**src/core/wort_map.vh**
```
// Register map, field positions, reset values and timing counts of the wake timer.
`ifndef WORT_MAP_VH
`define WORT_MAP_VH
`define WORT_ADDR_TIMEOUT_HIGH 6'h1e
`define WORT_ADDR_TIMEOUT_LOW 6'h1f
`define WORT_ADDR_CONTROL 6'h20
`define WORT_RST_TIMEOUT_HIGH 8'h87
`define WORT_RST_TIMEOUT_LOW 8'h6b
`define WORT_RST_CONTROL 8'hf8
`define WORT_BIT_PWRDN 7
`define WORT_FLD_SEC_HI 6
`define WORT_FLD_SEC_LO 4
`define WORT_BIT_CAL_EN 3
`define WORT_FLD_RES_HI 1
`define WORT_FLD_RES_LO 0
`define WORT_CTRL_RW_MASK 8'hfb
`define WORT_RC_DIVIDE 750
`define WORT_RC_LIMIT 10'h2ed
`define WORT_PRE_RES0 15'h0000
`define WORT_PRE_RES1 15'h001f
`define WORT_PRE_RES2 15'h03ff
`define WORT_PRE_RES3 15'h7fff
`define WORT_CAL_RC_PERIODS 6'h08
`endif

```
**src/core/wort_div.v**
```verilog
// Free-running modulo counter that pulses once every limit plus one enabled cycles.
`timescale 1ns/100ps
module wort_div #(
    parameter W = 10
) (
    input wire sys_clk_i,
    input wire rst_b_i,
    input wire clr_i,
    input wire en_i,
    input wire [W-1:0] limit_i,
    output wire tick_o
);
    reg [W-1:0] cnt_q;
    reg [W-1:0] cnt_d;

    // The tick marks the enabled cycle in which the count sits at or above its limit.
    assign tick_o = en_i && (cnt_q >= limit_i);

    // Next count clears on clr_i, wraps to zero on the tick, and otherwise holds while not enabled.
    always @* begin
        cnt_d = cnt_q;
        if (clr_i) begin
            cnt_d = {W{1'b0}};
        end else if (tick_o) begin
            cnt_d = {W{1'b0}};
        end else if (en_i) begin
            cnt_d = cnt_q + {{(W-1){1'b0}}, 1'b1};
        end
    end

    // Count register with synchronous reset.
    always @(posedge sys_clk_i) begin
        if (!rst_b_i) begin
            cnt_q <= {W{1'b0}};
        end else begin
            cnt_q <= cnt_d;
        end
    end
endmodule // wort_div

```
**src/core/wort_timer.v**
```verilog
// Wake timer: timeout and control registers, RC tick, primary and secondary events.
//
// Contract
// Timeout low byte resets to 0x6b.
// Power-down resets 1; clearing starts calibration.
// RC clock is crystal clock divided 750.
// Secondary delay code picks 4 to 48 periods.
// Calibration enable bit gates RC calibration.
// Resolution code scales one timeout LSB.
// Software keeps resolution 0/1 for wake-listen.
// Timeout equals value times scaled periods; high 0x87.
// Count, fire primary, restart, then secondary.
`timescale 1ns/100ps
`include "wort_map.vh"
module wort_timer (
    input wire sys_clk_i,
    input wire rst_b_i,
    input wire [5:0] reg_addr_i,
    input wire reg_wr_i,
    input wire reg_rd_i,
    input wire [7:0] reg_wdata_i,
    output wire [7:0] reg_rdata_o,
    output wire rc_tick_o,
    output wire cal_busy_o,
    output wire primary_event_o,
    output wire secondary_event_o
);
    // Programmable registers and the counting state of the timer.
    reg [7:0] timeout_high_q;
    reg [7:0] timeout_low_q;
    reg [7:0] control_q;
    reg [7:0] rdata_q;
    reg [15:0] lsb_cnt_q;
    reg [5:0] sec_cnt_q;
    reg sec_act_q;
    reg [5:0] cal_cnt_q;
    reg cal_act_q;
    reg prim_ev_q;
    reg sec_ev_q;
    reg [14:0] pre_limit;
    reg [5:0] sec_periods;
    // Decoded control fields and internal strobes.
    wire rc_osc_powerdown;
    wire rc_osc_cal_enable;
    wire [2:0] secondary_wake_delay;
    wire [1:0] wake_timer_resolution;
    wire [15:0] primary_wake_timeout;
    wire rc_tick;
    wire lsb_tick;
    wire running;
    wire ctrl_wr;
    wire cal_start;
    wire prim_hit;

    // Control fields, and the 16-bit timeout built from its two byte registers.
    assign rc_osc_powerdown = control_q[`WORT_BIT_PWRDN];
    assign rc_osc_cal_enable = control_q[`WORT_BIT_CAL_EN];
    assign secondary_wake_delay = control_q[`WORT_FLD_SEC_HI:`WORT_FLD_SEC_LO];
    assign wake_timer_resolution = control_q[`WORT_FLD_RES_HI:`WORT_FLD_RES_LO];
    assign primary_wake_timeout = {timeout_high_q, timeout_low_q};
    // The control write is decoded once and shared by the register and calibration logic.
    assign ctrl_wr = reg_wr_i && (reg_addr_i == `WORT_ADDR_CONTROL);
    // Calibration starts when software clears a set power-down bit with calibration enabled.
    assign cal_start = ctrl_wr && rc_osc_powerdown && !reg_wdata_i[`WORT_BIT_PWRDN] &&
        reg_wdata_i[`WORT_BIT_CAL_EN];
    // The timer only counts while powered up and not calibrating.
    assign running = !rc_osc_powerdown && !cal_act_q;

    // The RC oscillator ticks once per 750 crystal cycles while powered up.
    wort_div #(
        .W(10)
    ) u_rc_div (
        .sys_clk_i(sys_clk_i),
        .rst_b_i(rst_b_i),
        .clr_i(rc_osc_powerdown),
        .en_i(!rc_osc_powerdown),
        .limit_i(`WORT_RC_LIMIT),
        .tick_o(rc_tick)
    );

    // Resolution picks how many RC periods make one timeout LSB.
    always @* begin
        case (wake_timer_resolution)
            2'h0: pre_limit = `WORT_PRE_RES0;
            2'h1: pre_limit = `WORT_PRE_RES1;
            2'h2: pre_limit = `WORT_PRE_RES2;
            default: pre_limit = `WORT_PRE_RES3;
        endcase
    end

    // The prescaler restarts whenever the timer is halted.
    wort_div #(
        .W(15)
    ) u_pre_div (
        .sys_clk_i(sys_clk_i),
        .rst_b_i(rst_b_i),
        .clr_i(!running),
        .en_i(running && rc_tick),
        .limit_i(pre_limit),
        .tick_o(lsb_tick)
    );

    // Secondary delay code decodes to a count of RC periods.
    always @* begin
        case (secondary_wake_delay)
            3'h0: sec_periods = 6'h04;
            3'h1: sec_periods = 6'h06;
            3'h2: sec_periods = 6'h08;
            3'h3: sec_periods = 6'h0c;
            3'h4: sec_periods = 6'h10;
            3'h5: sec_periods = 6'h18;
            3'h6: sec_periods = 6'h20;
            default: sec_periods = 6'h30;
        endcase
    end

    // A timeout of zero behaves as one LSB so the timer never stalls.
    assign prim_hit = lsb_tick &&
        (({1'b0, lsb_cnt_q} + 17'h00001) >= {1'b0, primary_wake_timeout});

    // Register writes; the unused control bit stays zero.
    // Writes to unmapped addresses leave all three registers untouched.
    always @(posedge sys_clk_i) begin
        if (!rst_b_i) begin
            timeout_high_q <= `WORT_RST_TIMEOUT_HIGH;
            timeout_low_q <= `WORT_RST_TIMEOUT_LOW;
            control_q <= `WORT_RST_CONTROL;
        end else if (reg_wr_i) begin
            if (reg_addr_i == `WORT_ADDR_TIMEOUT_HIGH) begin
                timeout_high_q <= reg_wdata_i;
            end
            if (reg_addr_i == `WORT_ADDR_TIMEOUT_LOW) begin
                timeout_low_q <= reg_wdata_i;
            end
            if (ctrl_wr) begin
                control_q <= reg_wdata_i & `WORT_CTRL_RW_MASK;
            end
        end
    end

    // Read data is registered; unmapped addresses read as zero.
    // A read in the same cycle as a write returns the old value.
    always @(posedge sys_clk_i) begin
        if (!rst_b_i) begin
            rdata_q <= 8'h00;
        end else if (reg_rd_i) begin
            case (reg_addr_i)
                `WORT_ADDR_TIMEOUT_HIGH: rdata_q <= timeout_high_q;
                `WORT_ADDR_TIMEOUT_LOW: rdata_q <= timeout_low_q;
                `WORT_ADDR_CONTROL: rdata_q <= control_q;
                default: rdata_q <= 8'h00;
            endcase
        end
    end

    // Calibration runs a fixed number of RC periods and holds the timer meanwhile.
    always @(posedge sys_clk_i) begin
        if (!rst_b_i) begin
            cal_act_q <= 1'b0;
            cal_cnt_q <= 6'h00;
        end else if (cal_start) begin
            cal_act_q <= 1'b1;
            cal_cnt_q <= 6'h00;
        end else if (rc_osc_powerdown || !rc_osc_cal_enable) begin
            // Powering down or clearing the enable bit abandons a running calibration.
            cal_act_q <= 1'b0;
            cal_cnt_q <= 6'h00;
        end else if (cal_act_q && rc_tick) begin
            if (cal_cnt_q == (`WORT_CAL_RC_PERIODS - 6'h01)) begin
                cal_act_q <= 1'b0;
            end
            cal_cnt_q <= cal_cnt_q + 6'h01;
        end
    end

    // Primary count advances per LSB and restarts on the timeout.
    // Clearing on the hit itself makes one period exactly N LSBs long.
    always @(posedge sys_clk_i) begin
        if (!rst_b_i) begin
            lsb_cnt_q <= 16'h0000;
            prim_ev_q <= 1'b0;
        end else begin
            prim_ev_q <= prim_hit;
            if (!running || prim_hit) begin
                lsb_cnt_q <= 16'h0000;
            end else if (lsb_tick) begin
                lsb_cnt_q <= lsb_cnt_q + 16'h0001;
            end
        end
    end

    // Secondary delay counts RC periods from the primary event.
    // A primary hit while a secondary is pending reloads the delay from the start,
    // so a delay longer than the primary period never fires.
    always @(posedge sys_clk_i) begin
        if (!rst_b_i) begin
            sec_act_q <= 1'b0;
            sec_cnt_q <= 6'h00;
            sec_ev_q <= 1'b0;
        end else begin
            sec_ev_q <= 1'b0;
            if (!running) begin
                sec_act_q <= 1'b0;
            end else if (prim_hit) begin
                sec_act_q <= 1'b1;
                sec_cnt_q <= sec_periods;
            end else if (sec_act_q && rc_tick) begin
                if (sec_cnt_q == 6'h01) begin
                    sec_act_q <= 1'b0;
                    sec_ev_q <= 1'b1;
                end
                sec_cnt_q <= sec_cnt_q - 6'h01;
            end
        end
    end

    // Outputs come straight from registers, except the RC tick strobe.
    assign reg_rdata_o = rdata_q;
    assign rc_tick_o = rc_tick;
    assign cal_busy_o = cal_act_q;
    assign primary_event_o = prim_ev_q;
    assign secondary_event_o = sec_ev_q;
endmodule // wort_timer

```
**config.mk**
```make
export PLATFORM = sky130hd
export DESIGN_NAME = wort_timer
export DESIGN_NICKNAME = d
export VERILOG_FILES = /design/src/core/wort_div.v /design/src/core/wort_timer.v
export VERILOG_INCLUDE_DIRS = /design/src /design/src/core
export SDC_FILE = /design/constraint.sdc
export NUM_CORES = 1
export LEC_CHECK = 0
export CORE_ASPECT_RATIO = 1.1
export CORE_MARGIN = 2
export CORE_UTILIZATION = 32
export DETAILED_ROUTE_END_ITERATION = 6
export DONT_BUFFER_PORTS = 1
export GPL_TIMING_DRIVEN = 0
export PLACE_DENSITY = 0.55
export SLEW_MARGIN = 20
export SYNTH_ARGS = -nofsm -noshare
export SYNTH_HDL_FRONTEND = slang
export SYNTH_SLANG_ARGS = --single-unit
```
**constraint.sdc**
```tcl
create_clock -name sys_clk_i -period 3.27 [get_ports sys_clk_i]
set_input_delay 0.1635 -clock sys_clk_i [delete_from_list [all_inputs] [get_ports sys_clk_i]]
set_output_delay 0.1635 -clock sys_clk_i [all_outputs]
set_load 0.02 [all_outputs]
```
# Word-level counts from Yosys, hierarchy flattened
# Index checks and enable logic that the tools add are counted.
# totals
register_bits	88
output_inout_bits	12
wordCells	87
input_bits	18
# classes
bitwise_logic	3
n_addsub	6
order_cmp	3
n_mux	13
n_reduce_logical	36
n_eq_ne	13
# op_table
operator	n
15-bit one-hot mux with 3 select lines	1
6-bit one-hot mux with 7 select lines	1
8-bit one-hot mux with 3 select lines	1
16-bit by 1-bit adder with 17-bit output (second input constant)	1
17-bit by 16-bit >= comparator with 1-bit output	1
16-bit by 1-bit adder with 16-bit output (second input constant)	1
15-bit by 1-bit adder with 15-bit output (second input constant)	1
15-bit >= comparator	1
2-bit AND reduction	7
6-bit by 5-bit equality test with 1-bit output (second input constant)	2
6-bit two-way mux	2
1-bit logical AND	11
10-bit by 1-bit adder with 10-bit output (second input constant)	1
10-bit >= comparator (second input constant)	1
3-bit equality test (second input constant)	3
3-bit OR reduction	3
1-bit two-way mux	8
6-bit by 1-bit adder with 6-bit output (second input constant)	1
3-bit by 2-bit equality test with 1-bit output (second input constant)	2
6-bit by 1-bit equality test with 1-bit output (second input constant)	1
6-bit by 3-bit equality test with 1-bit output (second input constant)	1
6-bit equality test (second input constant)	1
3-bit nonzero test	2
6-bit by 1-bit subtractor with 6-bit output (second input constant)	1
11 further kinds	19

# Depth between registers and ports, before layout
# Gate-level depths: netlist (run 1).
# logic_depth
word_depth	7
ltp_mapped	15
mapped_depth_nobuf	14

# By module
# Synthesis (run 1) repeated with hierarchy kept, for this count alone.
# hier_totals
cells_unflattened	646
hier_area_um2	5362.6
# modules_own_cells
mod	cells_each	seq_area_each_um2	instances	area_per_inst_um2
wort_timer	434	1261.2	1	3498.4
wort_div (u_pre_div)	132	300.3	1	1167.4
wort_div (u_rc_div)	80	200.2	1	696.9

# Worst setup path after synthesis (run 1)
# OpenSTA, ideal clock, no wires.
# synth_timing
path_kind	flip-flop to flip-flop
startpoint	reg lsb_cnt_q[0]
endpoint	reg sec_cnt_q[4]
arrival_time_ps	2792
synth_period_minus_slack_ps	2907
setup_ps	115
t_required_ps	3155
path_stages_with_launch	14
path_buffers	1
slack_ps	363
cell_sequence	dfxtp_1 -> ha_1 -> nand3_2 -> nor3_2 -> and3_1 -> xor2_1 -> ha_1 -> a21o_1 -> a221oi_1 -> o21ai_1 -> o211ai_4 -> buf_6 -> o311ai_0 -> and2_1
# synth_between
elab_chain_cells	5
word_cells_on_any_way	6
classes_between	add/sub (1); order compare (1); mux (1); reduce/logical (3)
# synth_lines
element	line_no	rtl
start, declared	wort_timer.v:33	reg [15:0] lsb_cnt_q;
start signal, assigned	wort_timer.v:187	lsb_cnt_q <= lsb_cnt_q + 16'h0001;
16-bit by 1-bit adder with 17-bit output *	wort_timer.v:119	(({1'b0, lsb_cnt_q} + 17'h00001) >= {1'b0, primary_wake_timeout});
17-bit by 16-bit >= comparator with 1-bit output *	wort_timer.v:119	
1-bit logical AND *	wort_timer.v:118	assign prim_hit = lsb_tick &&
2-bit nonzero test (no line)	--	
2-bit AND reduction (no line)	--	
end signal, assigned	wort_timer.v:206	sec_cnt_q <= sec_periods;
end signal, assigned	wort_timer.v:212	sec_cnt_q <= sec_cnt_q - 6'h01;
end, declared	wort_timer.v:34	reg [5:0] sec_cnt_q;
# Every way passes the cells marked *; elsewhere a longest branch is shown, timed or not.
# A chain may end at the register's enable or synchronous reset.

# Worst setup path in the final report (run 1)
# layout_timing
startpoint	reg lsb_cnt_q[2]
endpoint	reg sec_cnt_q[4]
# The elaborated chain is that of the path after synthesis.

==> run metrics, run 1 <==
non-filler cells, final=824; EDFF count, synth=0; final instance area=5720 um2; worst reg2reg path endpoint=sec_cnt_q[4]; Clk pin slew, worst setup/hold paths=60 ps; layout cells sized above 1=10.4%; Slew HR=64.8%; vias in the first global route=4243; Post-synth ARST share=0%; most common flop cell mapped by yosys=dfxtp_1; DP HPWL=9010 um; via count=4228; Nets=680; synth top area cells=dfxtp_1 (36%), ha_1 (10%), xor2_1 (7.2%); gr usage total=16.1%; dpl ws=-157 ps; Area Overhead vs Synth=16.9%; I/O pin cnt=30; final setup vio count=0; worst r2r src=lsb_cnt_q[2]; worst-margin pin slew=529 ps; Die X-Extent=122 um; crit end category=flop; placed standard-cell area=5140 um2; Syn Nets=652; PD cells=397 nW/um2; leak pwr=2.21 nW; max_cap viols=0; Setup CP Type=reg2reg; sequence of cells on the critical path=and3_4 > and4_4 > nand2_4 > nor3_4 > xor2_1 > ha_1 > a21oi_1 > o21ai_0 > a31oi_1 > o21ai_1 > o211ai_4 > buf_6 > o311ai_0 > and2_1; Highest Clock Rate=0.325 GHz; post-synth cell types=54; initial core utilization=32.6%; Hold Vio Cnt, Final=0; # DRC=0; row count=47; CTS Buf Count=9; pin count of the biggest net entering global routing=15; syn avg cell area=8.22 um2; Slew Limit Fails=0; Yosys top cell by area=dfxtp_1; DR iter-0 viols=279; Die ar.=16300 um2; commonest non-fill, non-tap cell in the layout=dfxtp_1; Design Power=2.27 mW; clock buffer depth=2; DRT antenna net count=0; wire length per cell=14.8 um; worst min path class=in2reg; reg2reg path depth=14; VDD IR-drop max=259 uV; PortBufs=0; unrepaired setup endpoints after global routing=no; most frequent cells in the layout=dfxtp_1 (84), nand2_1 (81), nor2_1 (67), nand3_1 (39), xor2_1 (39); Yosys top cell area share=36.0%; Vias per Instance=5.13; Tcrit/Tclk final=94.2%; critical path fanouts, max=6; worst hold path cell count=4; mapped cell area=4890 um2; status=completed; CP arrival=3330 ps; Inst Count DP=791; R2R Setup Slk=190 ps; WP data required=3520 ps; Antenna diodes=0; skew final=12.8 ps; Core ar.=15000 um2; Syn. warnings=0; clock root cell=clkbuf_16; clock net sink count=88; max incr delay on CP=380 ps; Routability Congestion=0.884; #FFs+latches synth=88; hold endpoint=timeout_high_q[4]; total grt overflow=0; first-pass GRT wire length=20800 um; WL final=12200 um; crit path max-delay cell type=dfxtp_4; CTS tree=done; worst hold start=reg_wr_i; H-tree level count=3; startpoint types=flop; sequential area share after synthesis=36.0%; post-synthesis cell count=595; first-pass iteration count of the detailed router=5; fin crit period=3080 ps; Final WS setup=188 ps; initial antenna violation count=1; die height=134 um; hold_ws=80.2 ps; worst-skew pair later-pin latency=350 ps
through the flow:
step | setup TNS, ps | utilization, %
after floorplan | 0 | -
after global placement | -1340 | 34.3
after detailed placement | -2030 | 34.3
after CTS | 0 | 37.3
after global routing | 0 | 38.1
final | 0 | 38.1
cells in the mapped netlist (10+ instances only):
cell	number
clkbuf_1	10
nor2_1	69
nand2_1	82
nand3_1	39
o211ai_1	11
nor3_1	10
xor2_1	40
nand4_1	19
ha_1	39
xnor2_1	16
inv_1	28
o21ai_0	16
dfxtp_1	88
and3_1	16
a21oi_1	27
power breakdown:
part           internal (mW)  total [mW]  switching [mW]  leakage [nW]
logic                 0.0273      0.0742          0.0469          1.35
registers               1.08        1.09          0.0126         0.713
clock network          0.670        1.11           0.439         0.150
total                   1.77        2.27           0.498          2.21
kinds of logic (layout without fill, tap and decap cells):
kind of cell             after synthesis  count (layout)  synth area share, %
AND/OR/NAND/NOR                      266             266                 26.0
AO/OA/AOI/OAI                         91              91                 12.5
flip-flops                            88              88                 36.0
XOR/XNOR                              56              56                 10.0
buffers and inverters                 50              83                 4.27
adder cells (fa/ha/maj)               39              39                 9.97
multiplexers                           5               5                 1.18
worst max path at each step:
stage,end,slack [ps],startpoint,depth (start not counted)
5_1_grt,lsb_cnt_q[13],3,lsb_cnt_q[2],14
3_3_place_gp,secondary_event_o,-130,lsb_cnt_q[2],13
4_1_cts,lsb_cnt_q[9],5,lsb_cnt_q[0],14
3_5_place_dp,lsb_cnt_q[9],-160,lsb_cnt_q[2],14
2_1_floorplan,sec_cnt_q[4],360,lsb_cnt_q[0],13
6_report,sec_cnt_q[4],190,lsb_cnt_q[2],14
layer usage:
metal  up-vias  global-route usage (%)  part of all wire, %
li1       2121                       -                    -
met2        99                    26.9                   48
met5         -                       0                 0.11
met4         2                    5.81                  1.8
met3        20                    3.72                  4.8
met1      1986                    20.2                   45
area by class of cell:
| type | instances | area [um2] |
|---|---|---|
| buffer | 22 | 110 |
| clock buffer | 11 | 233 |
| clock inverter | 5 | 81.3 |
| fill | 1501 | 9280 |
| inverter | 28 | 105 |
| multi-input combinational | 457 | 3020 |
| sequential | 88 | 1770 |
| tap | 196 | 245 |
| timing repair buffer | 17 | 150 |
worst max-delay path: cells and delay by family, from the launching register on:
kind	cells	cell delay [ps]
AND/OR/NAND/NOR	5	960
XOR/XNOR	1	200
AO/OA/AOI/OAI	6	990
buffers and inverters	1	170
flip-flops	1	380
adder cells (fa/ha/maj)	1	280
sequential cells by signal, summed over array words and instances, names as in the netlist:
name,flops
cal_busy_o,1
cal_cnt_q,6
control_q,7
lsb_cnt_q,16
primary_event_o,1
reg_rdata_o,8
sec_act_q,1
sec_cnt_q,6
secondary_event_o,1
timeout_high_q,8
timeout_low_q,8
u_pre_div.cnt_q,15
u_rc_div.cnt_q,10
timing repair:
item,in CTS,in global routing
hold buffers,10,0
endpoints found under the hold margin,30,0
pin swaps,3,10
endpoints found under the setup margin,17,25
setup buffers,1,5
cloned,0,1
gates resized for setup,11,18
Note: power is estimated with default switching activity, not from simulation.
==> run 2, diff against run 1 <==
==> constraint.sdc (replaced) <==
create_clock -name sys_clk_i -period 3.27 [get_ports sys_clk_i]
set_input_delay 0.654 -clock sys_clk_i [delete_from_list [all_inputs] [get_ports sys_clk_i]]
set_output_delay 0.654 -clock sys_clk_i [all_outputs]
set_load 0.02 [all_outputs]
==> run 2 against run 1 <==
Register-to-register slack about the same; clock power about the same; combinational power decreased by 21%; sequential cell count unchanged; clock skew decreased by 0.60 ps; global-route usage decreased by 0.26 points; worst setup slack got worse by 2.9 ps; critical path depth unchanged.
==> run metrics, run 2 (synthesized netlist as in run 1, its figures left out) <==
crit end category=flop; initial antenna violation count=0; die height=134 um; Slew HR=64.4%; unrepaired setup endpoints after global routing=no; Die ar.=16300 um2; dpl ws=-157 ps; CTS Buf Count=9; placed standard-cell area=5140 um2; H-tree level count=3; worst-skew pair later-pin latency=350 ps; non-filler cells, final=814; max incr delay on CP=380 ps; number of flip-flops in the largest register=16; hold_ws=404 ps; WL final=11900 um; Hold-fix buffers, CTS=0; Antenna diodes=0; I/O pin cnt=30; Nets=670; Regs by FF count=lsb_cnt_q x16, u_pre_div.cnt_q x15, u_rc_div.cnt_q x10; CP arrival=3330 ps; setup TNS=0 ps; vias in the first global route=4176; via count=4125; final setup vio count=0; DR iter-0 viols=312; Clk pin slew, worst setup/hold paths=60 ps; Vias per Instance=5.07; first-pass iteration count of the detailed router=4; worst-margin pin slew=534 ps; worst min path class=in2reg; Hold Vio Cnt, Final=0; layout cells sized above 1=10.5%; Tcrit/Tclk final=94.3%; clock net sink count=88; commonest non-fill, non-tap cell in the layout=dfxtp_1; Highest Clock Rate=0.324 GHz; DRT antenna net count=0; Finished Core Util=37.5%; Slew Limit Fails=0; Die X-Extent=122 um; skew final=12.2 ps; WP data required=3510 ps; CTS tree=done; gr usage total=15.9%; sequence of cells on the critical path=and3_4 > and4_4 > nand2_4 > nor3_4 > xor2_1 > ha_1 > a21oi_1 > o21ai_0 > a31oi_1 > o21ai_1 > o211ai_4 > buf_6 > o311ai_0 > and2_1; Setup CP Type=reg2reg; DP HPWL=9010 um; row count=47; VDD IR-drop max=251 uV; final instance area=5620 um2; Inst Count DP=791; total grt overflow=0; startpoint types=flop; clock buffer depth=2; leak pwr=2.17 nW; PD cells=400 nW/um2; fillers=1504; initial core utilization=32.6%; largest register by flop count=lsb_cnt_q; most frequent cells in the layout=dfxtp_1 (84), nand2_1 (81), nor2_1 (67), nand3_1 (39), xor2_1 (39); Core ar.=15000 um2; Area Overhead vs Synth=14.9%; status=completed; PortBufs=0; first-pass GRT wire length=20400 um; clock root cell=clkbuf_16; Routability Congestion=0.884; pin count of the biggest net entering global routing=15; Design Power=2.25 mW; # DRC=0; Final WS setup=185 ps; fin crit period=3080 ps; wire length per cell=14.6 um; max_cap viols=0; crit path max-delay cell type=dfxtp_4; critical path fanouts, max=6
[run 2: critical path: cells and delay by family, from the launching register on]
kind / cells / cell delay [ps]
AND/OR/NAND/NOR: 5 / 950
adder cells (fa/ha/maj): 1 / 280
buffers and inverters: 1 / 180
flip-flops: 1 / 380
XOR/XNOR: 1 / 200
AO/OA/AOI/OAI: 6 / 980
[run 2: final cells by class]
class / count / area, um2 / share of cell area (%)
multi-input combinational: 457 / 3020 / 53.8
sequential: 88 / 1770 / 31.5
tap: 196 / 245 / 4.36
clock buffer: 11 / 233 / 4.14
buffer: 22 / 110 / 1.96
inverter: 28 / 105 / 1.87
clock inverter: 5 / 81.3 / 1.45
timing repair buffer: 7 / 50.0 / 0.891
[run 2: per-layer routing]
layer	vias up	routed length (um)	track usage, %
li1	2099	-	-
met4	0	200	5.68
met3	11	442	3.38
met2	73	5850	26.7
met1	1942	5430	19.9
met5	-	0	0
[run 2: report_power, final]
group	internal, mW	switching, mW
Combinational	0.0200	0.0388
Clock	0.670	0.431
Sequential	1.08	0.0124
Total	1.77	0.482
[run 2: worst paths after layout]
path,from,to,slack (ps),cells past startpoint
setup / recovery,lsb_cnt_q[2],sec_cnt_q[4],190,14
hold / removal,reg_wdata_i[7],cal_busy_o,400,1
setup reg to reg,lsb_cnt_q[2],sec_cnt_q[4],190,14
hold reg to reg,timeout_high_q[4],timeout_high_q[4],460,2
[run 2: what timing repair did]
item / CTS / global route
pin swaps: 3 / 10
gates cloned: 0 / 1
endpoints found under the setup margin: 17 / 25
resized for setup: 11 / 18
buffers inserted: 1 / 5
==> run 3, diff against run 2 <==
--- a/config.mk
+++ b/config.mk
@@ -6,13 +6,15 @@
 export SDC_FILE = /design/constraint.sdc
 export NUM_CORES = 1
 export LEC_CHECK = 0
+export CELL_PAD_IN_SITES_DETAIL_PLACEMENT = 0
+export CELL_PAD_IN_SITES_GLOBAL_PLACEMENT = 1
 export CORE_ASPECT_RATIO = 1.1
 export CORE_MARGIN = 2
 export CORE_UTILIZATION = 32
 export DETAILED_ROUTE_END_ITERATION = 6
 export DONT_BUFFER_PORTS = 1
 export GPL_TIMING_DRIVEN = 0
-export PLACE_DENSITY = 0.55
+export PLACE_DENSITY = 0.66
 export SLEW_MARGIN = 20
 export SYNTH_ARGS = -nofsm -noshare
 export SYNTH_HDL_FRONTEND = slang
==> run 3 against run 2 <==
First-iteration DRC count decreased by 22%; critical path depth unchanged; maximum frequency decreased by 1.9%; clock-buffer cell count is 1 lower; clock power barely moved; worst hold slack gained 6.5 ps; largest power group unchanged.
==> run metrics, run 3 (synthesized netlist as in run 1, its figures left out) <==
fillers=1539; number of flip-flops in the largest register=16; non-filler cells, final=814; leak pwr=2.19 nW; PD cells=399 nW/um2; Regs by FF count=lsb_cnt_q x16, u_pre_div.cnt_q x15, u_rc_div.cnt_q x10; Setup CP Type=reg2reg; layout cells sized above 1=10.8%; worst reg2reg path endpoint=sec_cnt_q[5]; final setup vio count=0; Pint=1.76 mW; Die X-Extent=122 um; Slew Limit Fails=0; DRT antenna net count=0; DP HPWL=9110 um; worst hold path cell count=1; hold_ws=410 ps; Clk pwr share=49.1%; end of the critical path=sec_cnt_q[5]; H-tree level count=3; initial core utilization=32.6%; reg2reg path depth=14; startpoint types=flop; area of the multi-input gates=3040 um2; sequential share of power=48.3%; die height=134 um; # DRC=0; Routability Congestion=0.807; vias in the first global route=4051; Design Power=2.26 mW; worst-margin pin slew=546 ps; Area Overhead vs Synth=15.6%; CTS Buf Count=9; CP most frequent cell=o21ai_1; Register Area=1770 um2; worst-skew pair later-pin latency=350 ps; clock buffer depth=2; largest register by flop count=lsb_cnt_q; pin count of the biggest net entering global routing=15; combinational power share=2.7%; crit end category=flop; crit path max-delay cell type=dfxtp_4; Slew HR=63.6%; I/O pin cnt=30; total grt overflow=0; max_cap viols=0; WP data required=3550 ps; Vias per Instance=5.03; first-pass GRT wire length=20200 um; R2R Setup Slk=130 ps; P_sw=0.494 mW; Antenna diodes=0; initial antenna violation count=0; VDD IR-drop max=241 uV; CP arrival=3420 ps; critical path fanouts, max=4; commonest non-fill, non-tap cell in the layout=dfxtp_1; Worst Setup SP=lsb_cnt_q[2]; worst min path class=in2reg; Tcrit/Tclk final=96.2%; status=completed; Clk pin slew, worst setup/hold paths=60 ps; Net Sw Frac=21.9%; clock net sink count=88; first-pass iteration count of the detailed router=5; most frequent cells in the layout=dfxtp_1 (84), nand2_1 (81), nor2_1 (67), xor2_1 (40); DR iter-0 viols=242; WL final=12100 um; wire length per cell=14.8 um; gr usage total=15.7%; row count=47; skew final=9.95 ps; fin crit period=3140 ps; Hold Vio Cnt, Final=0; worst r2r src=lsb_cnt_q[2]; Die ar.=16300 um2; Inst Count DP=791; via count=4093; max incr delay on CP=380 ps; clock root cell=clkbuf_16; Core ar.=15000 um2; Highest Clock Rate=0.318 GHz; PortBufs=0; Nets=671; CTS tree=done; sequence of cells on the critical path=and3_4 > and4_4 > nand2_4 > nor3_4 > xor2_1 > ha_1 > a21oi_1 > o21ai_0 > a31oi_1 > o21ai_1 > o211ai_4 > buf_12 > mux2_4 > o21ai_1
run 3: worst min-delay path by stage:
| stage | start | end |
|---|---|---|
| 5_1_grt | reg_wdata_i[7] | cal_busy_o |
| 4_1_cts | reg_wdata_i[7] | cal_busy_o |
| 3_5_place_dp | timeout_high_q[4] | timeout_high_q[4] |
| 2_1_floorplan | timeout_high_q[3] | timeout_high_q[3] |
| 6_report | reg_wdata_i[7] | cal_busy_o |
| 3_3_place_gp | timeout_high_q[4] | timeout_high_q[4] |
run 3: per-stage QoR:
| stage | area, um2 | setup WS, ps | TNS, ps | util (%) |
|---|---|---|---|---|
| finish | 5660 | 126 | 0 | 37.7 |
| global placement | 5140 | -170 | -1460 | 34.3 |
| detailed placement | 5140 | -212 | -2280 | 34.3 |
| floorplan | 4890 | 363 | 0 | - |
| global route | 5660 | -35.4 | -72.9 | 37.7 |
| CTS | 5530 | 13.9 | 0 | 36.9 |
run 3: power groups by stage:
stage	clock network, mW	logic, mW	registers (mW)
2_1_floorplan	0	0.0439	1.11
3_3_place_gp	0	0.0585	1.12
3_5_place_dp	0	0.0592	1.12
4_1_cts	1.14	0.0596	1.09
5_1_grt	1.18	0.0667	1.09
6_report	1.11	0.0601	1.09
run 3: layout make-up:
| class | instances | share of cell area [%] |
|---|---|---|
| Buffer | 22 | 1.95 |
| Clock buffer | 10 | 4.05 |
| Clock inverter | 5 | 1.46 |
| Inverter | 28 | 1.86 |
| Multi-Input combinational cell | 457 | 53.7 |
| Sequential cell | 88 | 31.3 |
| Tap cell | 196 | 4.34 |
| Timing Repair Buffer | 8 | 1.28 |
run 3: worst max-delay path: cells and delay by family (launching register included):
kind	cells	cell delay [ps]
DFF	1	380
xor gates and xnor gates	1	200
and+or+nand+nor	4	820
adders and majority gates	1	270
muxes	1	290
AOI/OAI and AO/OA	6	950
buffers and inverters	1	150
run 3: metal layers:
layer  track usage, %  share of wire, %  wire [um]  vias to the layer above
met5                0                 0          0                        -
met4             6.45               2.1        254                        0
met3             2.27               3.0        360                       14
met2             26.1                48       5810                       59
met1             20.2                47       5640                     1926
li1                 -                 -          -                     2094
run 3: what timing repair did:
| item | CTS | global route |
|---|---|---|
| setup buffers | 3 | 5 |
| setup endpoints to repair | 18 | 22 |
| resized for setup | 12 | 21 |
| hold buffers | 0 | 0 |
| pin swaps | 4 | 7 |
